### src/hdl/swr_pkg.sv
// Constants and carrier types for the expiry reset timer.
// Summary of operation
// - Two successive writes of 87 to index port 2E unlock configuration access.
// - Write 20 to index 2D, 08 to index 07, 01 to index 30 to run.
// - Index F5 picks the time base: 00 seconds, 08 minutes.
// - Index F6 holds the 8-bit count, 0 to 255, in the selected unit.
// - A count of zero never produces a timeout in either unit.
// - Seconds unit: nonzero count n times out n seconds after loading.
// - Minutes unit: nonzero count n times out n minutes after loading.
// - Every write to index F6 while device 08 is selected reloads the counter and restarts the countdown.
// - Expiry without reload asserts the system reset output.
// - Writing 00 to index 30 while device 08 is selected disables the timer, except when the write lands in the cycle of the final tick, which still expires.
package swr_pkg;

  localparam logic [7:0] INDEX_PORT = 8'h2e;
  localparam logic [7:0] DATA_PORT = 8'h2f;
  localparam logic [7:0] UNLOCK_KEY = 8'h87;
  localparam logic [7:0] LOCK_KEY = 8'haa;

  localparam logic [7:0] IDX_DEVICE_SELECT = 8'h07;
  localparam logic [7:0] IDX_FUNCTION_SETUP = 8'h2d;
  localparam logic [7:0] IDX_ACTIVATION = 8'h30;
  localparam logic [7:0] IDX_UNIT_SELECT = 8'hf5;
  localparam logic [7:0] IDX_COUNTDOWN = 8'hf6;

  localparam logic [7:0] TIMER_DEVICE = 8'h08;
  localparam int ARM_BIT = 5;
  localparam int ACTIVE_BIT = 0;
  localparam int MINUTES_BIT = 3;

  localparam logic [7:0] RST_DEVICE_SELECT = 8'h00;
  localparam logic [7:0] RST_FUNCTION_SETUP = 8'h00;
  localparam logic [7:0] RST_ACTIVATION = 8'h00;
  localparam logic [7:0] RST_UNIT_SELECT = 8'h00;
  localparam logic [7:0] RST_COUNTDOWN = 8'h00;
  localparam logic [7:0] LOCKED_READ = 8'hff;

  localparam int CLOCK_HZ = 40_000_000;
  localparam int TICK_SECONDS = 1;
  localparam int SECOND_CYCLES = CLOCK_HZ * TICK_SECONDS;
  localparam int SECONDS_PER_MINUTE = 60;
  localparam int RESET_PULSE_CYCLES = 16;

  typedef struct packed {
    logic wr;
    logic rd;
    logic [7:0] addr;
    logic [7:0] data;
  } swr_io_req_s;

endpackage

### src/hdl/swr_watchdog.sv
// Expiry reset timer reached through an index port and a data port.
`timescale 1ns/10ps
`default_nettype none

module swr_watchdog #(
  parameter int SECOND_CYCLES = swr_pkg::SECOND_CYCLES,
  parameter int SECONDS_PER_MINUTE = swr_pkg::SECONDS_PER_MINUTE,
  parameter int RESET_PULSE_CYCLES = swr_pkg::RESET_PULSE_CYCLES
) (
  input wire logic clk,
  input wire logic rst,
  input wire swr_pkg::swr_io_req_s ioReq,
  output logic [7:0] readData,
  output logic readValid,
  output logic systemReset
);

  localparam int PRE_W = $clog2(SECOND_CYCLES + 1);
  localparam int MIN_W = $clog2(SECONDS_PER_MINUTE + 1);
  localparam int PULSE_W = $clog2(RESET_PULSE_CYCLES + 1);

  logic [1:0] keyCount;
  logic unlocked;
  logic [7:0] index;
  logic [7:0] deviceSelect;
  logic [7:0] functionSetup;
  logic [7:0] activation;
  logic [7:0] unitSelect;
  logic [7:0] remaining;
  logic [PRE_W-1:0] prescale;
  logic [MIN_W-1:0] secondCount;
  logic [PULSE_W-1:0] pulseCount;
  logic indexWrite;
  logic cfgWrite;
  logic timerSelected;
  logic countLoad;
  logic running;
  logic secondTick;
  logic minuteTick;
  logic unitTick;
  logic expire;
  logic [7:0] next_readData;

  assign indexWrite = ioReq.wr && ioReq.addr == swr_pkg::INDEX_PORT;
  assign unlocked = keyCount == 2'h2;
  assign cfgWrite = unlocked && ioReq.wr && ioReq.addr == swr_pkg::DATA_PORT;
  assign timerSelected = deviceSelect == swr_pkg::TIMER_DEVICE;
  assign countLoad = cfgWrite && timerSelected && index == swr_pkg::IDX_COUNTDOWN;
  // Both the arm value and the activation bit must be set before anything counts.
  assign running = functionSetup[swr_pkg::ARM_BIT] && activation[swr_pkg::ACTIVE_BIT];
  assign secondTick = running && prescale == PRE_W'(SECOND_CYCLES - 1);
  assign minuteTick = secondTick && secondCount == MIN_W'(SECONDS_PER_MINUTE - 1);
  assign unitTick = unitSelect[swr_pkg::MINUTES_BIT] ? minuteTick : secondTick;
  // A zero count never reaches the one-to-zero step, so it never expires.
  assign expire = !countLoad && unitTick && remaining == 8'h01;

  // A stray index write between the two keys starts the unlock over.
  always_ff @(posedge clk) begin
    if (rst) begin
      keyCount <= 2'h0;
    end else if (indexWrite) begin
      if (unlocked) begin
        if (ioReq.data == swr_pkg::LOCK_KEY) begin
          keyCount <= 2'h0;
        end
      end else if (ioReq.data == swr_pkg::UNLOCK_KEY) begin
        keyCount <= keyCount + 2'h1;
      end else begin
        keyCount <= 2'h0;
      end
    end
  end

  always_ff @(posedge clk) begin
    if (rst) begin
      index <= 8'h00;
    end else if (indexWrite && unlocked && ioReq.data != swr_pkg::LOCK_KEY) begin
      index <= ioReq.data;
    end
  end

  always_ff @(posedge clk) begin
    if (rst) begin
      deviceSelect <= swr_pkg::RST_DEVICE_SELECT;
      functionSetup <= swr_pkg::RST_FUNCTION_SETUP;
    end else if (cfgWrite) begin
      if (index == swr_pkg::IDX_DEVICE_SELECT) begin
        deviceSelect <= ioReq.data;
      end
      if (index == swr_pkg::IDX_FUNCTION_SETUP) begin
        functionSetup <= ioReq.data;
      end
    end
  end

  always_ff @(posedge clk) begin
    if (rst) begin
      activation <= swr_pkg::RST_ACTIVATION;
      unitSelect <= swr_pkg::RST_UNIT_SELECT;
    end else if (cfgWrite && timerSelected) begin
      if (index == swr_pkg::IDX_ACTIVATION) begin
        activation <= ioReq.data;
      end
      if (index == swr_pkg::IDX_UNIT_SELECT) begin
        unitSelect <= ioReq.data;
      end
    end
  end

  // The tick restarts on reload so the first step is a full unit after the write.
  always_ff @(posedge clk) begin
    if (rst || countLoad || !running) begin
      prescale <= '0;
    end else if (secondTick) begin
      prescale <= '0;
    end else begin
      prescale <= prescale + PRE_W'(1);
    end
  end

  always_ff @(posedge clk) begin
    if (rst || countLoad || !running) begin
      secondCount <= '0;
    end else if (minuteTick) begin
      secondCount <= '0;
    end else if (secondTick) begin
      secondCount <= secondCount + MIN_W'(1);
    end
  end

  always_ff @(posedge clk) begin
    if (rst) begin
      remaining <= swr_pkg::RST_COUNTDOWN;
    end else if (countLoad) begin
      remaining <= ioReq.data;
    end else if (unitTick && remaining != 8'h00) begin
      remaining <= remaining - 8'h01;
    end
  end

  // The reset is a fixed-length pulse so the far side sees a clean edge.
  always_ff @(posedge clk) begin
    if (rst) begin
      pulseCount <= '0;
      systemReset <= 1'b0;
    end else if (expire) begin
      pulseCount <= PULSE_W'(RESET_PULSE_CYCLES - 1);
      systemReset <= 1'b1;
    end else if (pulseCount != '0) begin
      pulseCount <= pulseCount - PULSE_W'(1);
    end else begin
      systemReset <= 1'b0;
    end
  end

  always_comb begin
    next_readData = swr_pkg::LOCKED_READ;
    if (unlocked && ioReq.addr == swr_pkg::INDEX_PORT) begin
      next_readData = index;
    end else if (unlocked && ioReq.addr == swr_pkg::DATA_PORT) begin
      next_readData = 8'h00;
      if (index == swr_pkg::IDX_DEVICE_SELECT) begin
        next_readData = deviceSelect;
      end else if (index == swr_pkg::IDX_FUNCTION_SETUP) begin
        next_readData = functionSetup;
      end else if (timerSelected && index == swr_pkg::IDX_ACTIVATION) begin
        next_readData = activation;
      end else if (timerSelected && index == swr_pkg::IDX_UNIT_SELECT) begin
        next_readData = unitSelect;
      end else if (timerSelected && index == swr_pkg::IDX_COUNTDOWN) begin
        next_readData = remaining;
      end
    end
  end

  always_ff @(posedge clk) begin
    if (rst) begin
      readData <= 8'h00;
      readValid <= 1'b0;
    end else begin
      readValid <= ioReq.rd;
      if (ioReq.rd) begin
        readData <= next_readData;
      end
    end
  end

endmodule

`default_nettype wire

### config.mk
export PLATFORM = sky130hd
export DESIGN_NAME = swr_watchdog
export DESIGN_NICKNAME = d
export VERILOG_FILES = /design/src/hdl/swr_pkg.sv /design/src/hdl/swr_watchdog.sv
export SDC_FILE = /design/constraint.sdc
export NUM_CORES = 1
export LEC_CHECK = 0
export BUFFER_PORTS_ARGS = -buffer_cell sky130_fd_sc_hd__clkbuf_2
export CAP_MARGIN = 20
export CORE_ASPECT_RATIO = 0.6
export CORE_UTILIZATION = 67
export CTS_BUF_LIST = sky130_fd_sc_hd__clkbuf_4
export CTS_CLUSTER_DIAMETER = 100
export DETAILED_ROUTE_END_ITERATION = 12
export PLACE_DENSITY = 0.87
export SLEW_MARGIN = 20
export SYNTH_ARGS = -nofsm -noshare
export SYNTH_HDL_FRONTEND = slang
export SYNTH_SLANG_ARGS = --single-unit
### constraint.sdc
create_clock -name clk -period 4.8 [get_ports clk]
set_input_delay 0.48 -clock clk [delete_from_list [all_inputs] [get_ports clk]]
set_output_delay 0.48 -clock clk [all_outputs]
set_load 0.1 [all_outputs]
==> impl_metrics.env <==
export IMPL_antenna_found_initial=0
export IMPL_effective_utilization_at_floorplan=0.6949
export IMPL_post_synth_cell_area_avg_um2=8.871
export IMPL_cellLeakagePower_nw=1.789
export IMPL_fp_dieArea_um2=7272
export IMPL_drt_wl_total_mm=11.63
export IMPL_dp_hpwl_mm=8.377
export IMPL_net_count_reported_at_finish=569
export IMPL_worst_hold_startpoint="ioReq[6]"
export IMPL_fmax_mhz=324.0
export IMPL_sequential_cell_area_um2=1942
export IMPL_timing_final_hold_violations=0
export IMPL_ir_drop_mv=0.2409
export IMPL_post_route_min_period_ns=3.086
export IMPL_cts_reportedPaths_clkPinSlew_ns=0.15
export IMPL_synth_edff_count=0
export IMPL_clock_tree_htree_level_count=3
export IMPL_rsz0062_at_grt="no"
export IMPL_place_port_buffers=29
export IMPL_cts_root_to_sink_buffers=2
export IMPL_finalSetupViolCount=0
export IMPL_first_global_vias=3577
export IMPL_arrival_ns=3.45
export IMPL_synth_cells=523
export IMPL_yosys_top_cells_area="sky130_fd_sc_hd__dfxtp_1 (42%), sky130_fd_sc_hd__mux2i_1 (9.3%), sky130_fd_sc_hd__nor2_1 (9.1%), sky130_fd_sc_hd__xor2_1 (3.8%), sky130_fd_sc_hd__xnor2_1 (3.6%)"
export IMPL_r2r_slack_ns=1.71
export IMPL_ratio_of_final_minimum_period_to_clock_period=0.6430
export IMPL_drc=0
export IMPL_critPathMaxStageDelay_ns=0.84
export IMPL_synth_lib_cells_used_distinct=52
export IMPL_drtIter0Drc=476
export IMPL_timing_clock_skew_ns=0.02163
export IMPL_stdcell_count=634
export IMPL_average_wire_length_per_cell_after_detail_routing_um=18.35
export IMPL_place_inst=618
export IMPL_cp_cell_sequence="nor3b_1, and2_1, nor2b_1, mux2i_1, nor2_1"
export IMPL_setup_total_negative_slack_ns=0
export IMPL_detail_route_antenna_nets=0
export IMPL_chipHeight_um=66.46
export IMPL_cts_hold_buffers=0
export IMPL_required_ns=5.17
export IMPL_yosys_register_bits=97
export IMPL_multi_input_comb_area_um2=2572
export IMPL_dpl_cell_area_um2=4796
export IMPL_drt_pre_antenna_iters=5
export IMPL_final_max_slew_viols=0
export IMPL_globalRouteOverflowTotal=0
export IMPL_yosysSeqAreaShare=0.4186
export IMPL_placementRows=23
export IMPL_tritoncts_num_buffers=9
export IMPL_avgViaCountPerCell=6.410
export IMPL_global_placer_s_final_weighted_congestion=1.027
export IMPL_post_cts_repair_resize_count=0
export IMPL_track_usage=0.3419
export IMPL_synth_net_count=550
export IMPL_power_per_cell_area_nw_per_um2=311.9
export IMPL_pin_count_of_the_biggest_net_entering_global_routing=58
export IMPL_fin_util=0.7449
export IMPL_worst_path_max_delay_cell="sky130_fd_sc_hd__nor2b_1"
export IMPL_critPathKind="reg2reg"
export IMPL_n_antenna_cell=0
export IMPL_wire_length_of_the_first_global_routing_pass_mm=18.24
export IMPL_stdcell_area_um2=4974
export IMPL_tritoncts="done"
export IMPL_tightest_slew_ns=1.000
export IMPL_final_fill_count=472
export IMPL_syn_cell_area_um2=4639
export IMPL_core_region_um2=6676
export IMPL_worst_r2r_startpoint="index[1]$_SDFFE_PP0P_"
export IMPL_start_kind="flop"
export IMPL_cts_sink_count=97
export IMPL_flow_area_growth_from_synthesis_pct=7.201
export IMPL_asyncSetResetFlopFracSynth=0
export IMPL_via_count=4064
export IMPL_post_cts_buffers=0
export IMPL_total_power_consumption_of_the_routed_design_w=0.001551
export IMPL_critical_path_startpoint="index[1]$_SDFFE_PP0P_"
export IMPL_die_w_um=109.4
export IMPL_clkLatencyLatePin_ns=0.48
export IMPL_synthesis_yosys_warnings=0
export IMPL_hold_path_class="in2reg"
export IMPL_run_status="finished clean"
export IMPL_critPathMaxFanout=9
export IMPL_cts_root_buffer_cell="sky130_fd_sc_hd__clkbuf_4"
export IMPL_layout_drive_gt1_share=0.1115
export IMPL_synth_main_ff_cell="sky130_fd_sc_hd__dfxtp_1"
export IMPL_relSlewSlack=0.3320
export IMPL_cap_violations=0
export IMPL_top_level_ports=30
export IMPL_synth_top_cell_area_share=0.4186
export IMPL_setup_worst_path_end_class="flop"
export IMPL_synth_area_leader_cell="sky130_fd_sc_hd__dfxtp_1"
==> logic make-up after synthesis <==
kind of cell	synth area share
xor gates and xnor gates	0.07363
muxes	0.09277
adders and majority gates	0.01888
and+or+nand+nor	0.2740
buffers and inverters	0.02832
AOI/OAI and AO/OA	0.09385
DFF	0.4186
==> metrics by stage <==
stage	hold WS, ns	setup WS, ns
floorplan	0.4175	2.643
global placement	0.4264	1.888
detailed placement	0.4466	1.821
CTS	0.3220	1.871
global route	0.3391	1.501
finish	0.3745	1.714
==> path summary, 6_finish.rpt <==
path         depth (start not counted)                           end
max reg2reg                          5  deviceSelect[1]$_SDFFE_PP0P_
min reg2reg                          1        prescale[0]$_SDFF_PP0_
min                                  3     remaining[6]$_SDFFE_PP0P_
max                                  5  deviceSelect[1]$_SDFFE_PP0P_
==> Yosys cell counts, types with 4 or more instances <==
cell                         n
sky130_fd_sc_hd__a221o_1    14
sky130_fd_sc_hd__a21oi_1    15
sky130_fd_sc_hd__dfxtp_1    97
sky130_fd_sc_hd__nand3_1    16
sky130_fd_sc_hd__nor3_1     10
sky130_fd_sc_hd__nor2b_1     4
sky130_fd_sc_hd__xor2_1     20
sky130_fd_sc_hd__nor2_1    113
sky130_fd_sc_hd__nand4_1    10
sky130_fd_sc_hd__or3_1       4
sky130_fd_sc_hd__and4_1      6
sky130_fd_sc_hd__mux2i_1    43
sky130_fd_sc_hd__xnor2_1    19
sky130_fd_sc_hd__o21ai_0    15
sky130_fd_sc_hd__nand2_1    33
sky130_fd_sc_hd__and3_1      4
sky130_fd_sc_hd__ha_1        7
sky130_fd_sc_hd__inv_1       7
sky130_fd_sc_hd__a22o_1      9
sky130_fd_sc_hd__buf_2       8
sky130_fd_sc_hd__nor4_1     13
sky130_fd_sc_hd__clkbuf_1   11
==> worst max-delay path: cells and delay by family, from the launching register on <==
kind | cells | cell delay [ns]
DFF | 1 | 0.54
muxes | 1 | 0.32
and+or+nand+nor | 4 | 2.10
==> where the power goes <==
part	total, W	internal [W]	switching (W)
combinational	0.000199	0.0000695	0.000130
clock	0.000502	0.000216	0.000286
sequential	0.000850	0.000831	0.0000187
total	0.00155	0.00112	0.000435
==> placed cells by master (no fill, tap or decap), types with 9 or more instances in the layout <==
| cell | n |
|---|---|
| sky130_fd_sc_hd__nor3_1 | 10 |
| sky130_fd_sc_hd__a21oi_1 | 15 |
| sky130_fd_sc_hd__clkbuf_4 | 9 |
| sky130_fd_sc_hd__nand2_1 | 33 |
| sky130_fd_sc_hd__a22o_1 | 9 |
| sky130_fd_sc_hd__dfxtp_1 | 97 |
| sky130_fd_sc_hd__mux2i_1 | 43 |
| sky130_fd_sc_hd__a221o_1 | 14 |
| sky130_fd_sc_hd__xnor2_1 | 19 |
| sky130_fd_sc_hd__nor4_1 | 12 |
| sky130_fd_sc_hd__xor2_1 | 20 |
| sky130_fd_sc_hd__nand3_1 | 16 |
| sky130_fd_sc_hd__clkbuf_2 | 29 |
| sky130_fd_sc_hd__nor2_1 | 113 |
| sky130_fd_sc_hd__o21ai_0 | 15 |
| sky130_fd_sc_hd__nand4_1 | 10 |
==> area by class of cell <==
type	count	area share
Clock buffer	9	0.01358
Timing Repair Buffer	30	0.03069
Clock inverter	7	0.02088
Multi-Input combinational cell	397	0.5172
Tap cell	87	0.02189
Inverter	7	0.005283
Sequential cell	97	0.3904
==> sequential cells by signal (all words and copies together), names as in the netlist <==
signal	count
remaining	8
index	8
functionSetup	8
readData	8
deviceSelect	8
activation	8
secondCount	6
systemReset	1
unitSelect	8
prescale	26
readValid	1
pulseCount	5
keyCount	2
==> routing by layer <==
metal / GRT usage / wire (µm)
met1: 0.5089 / 5345
met2: 0.4560 / 4579
met3: 0.1106 / 1475
met4: 0.1100 / 231
met5: 0 / 0
Note: power is estimated with default switching activity, not from simulation.
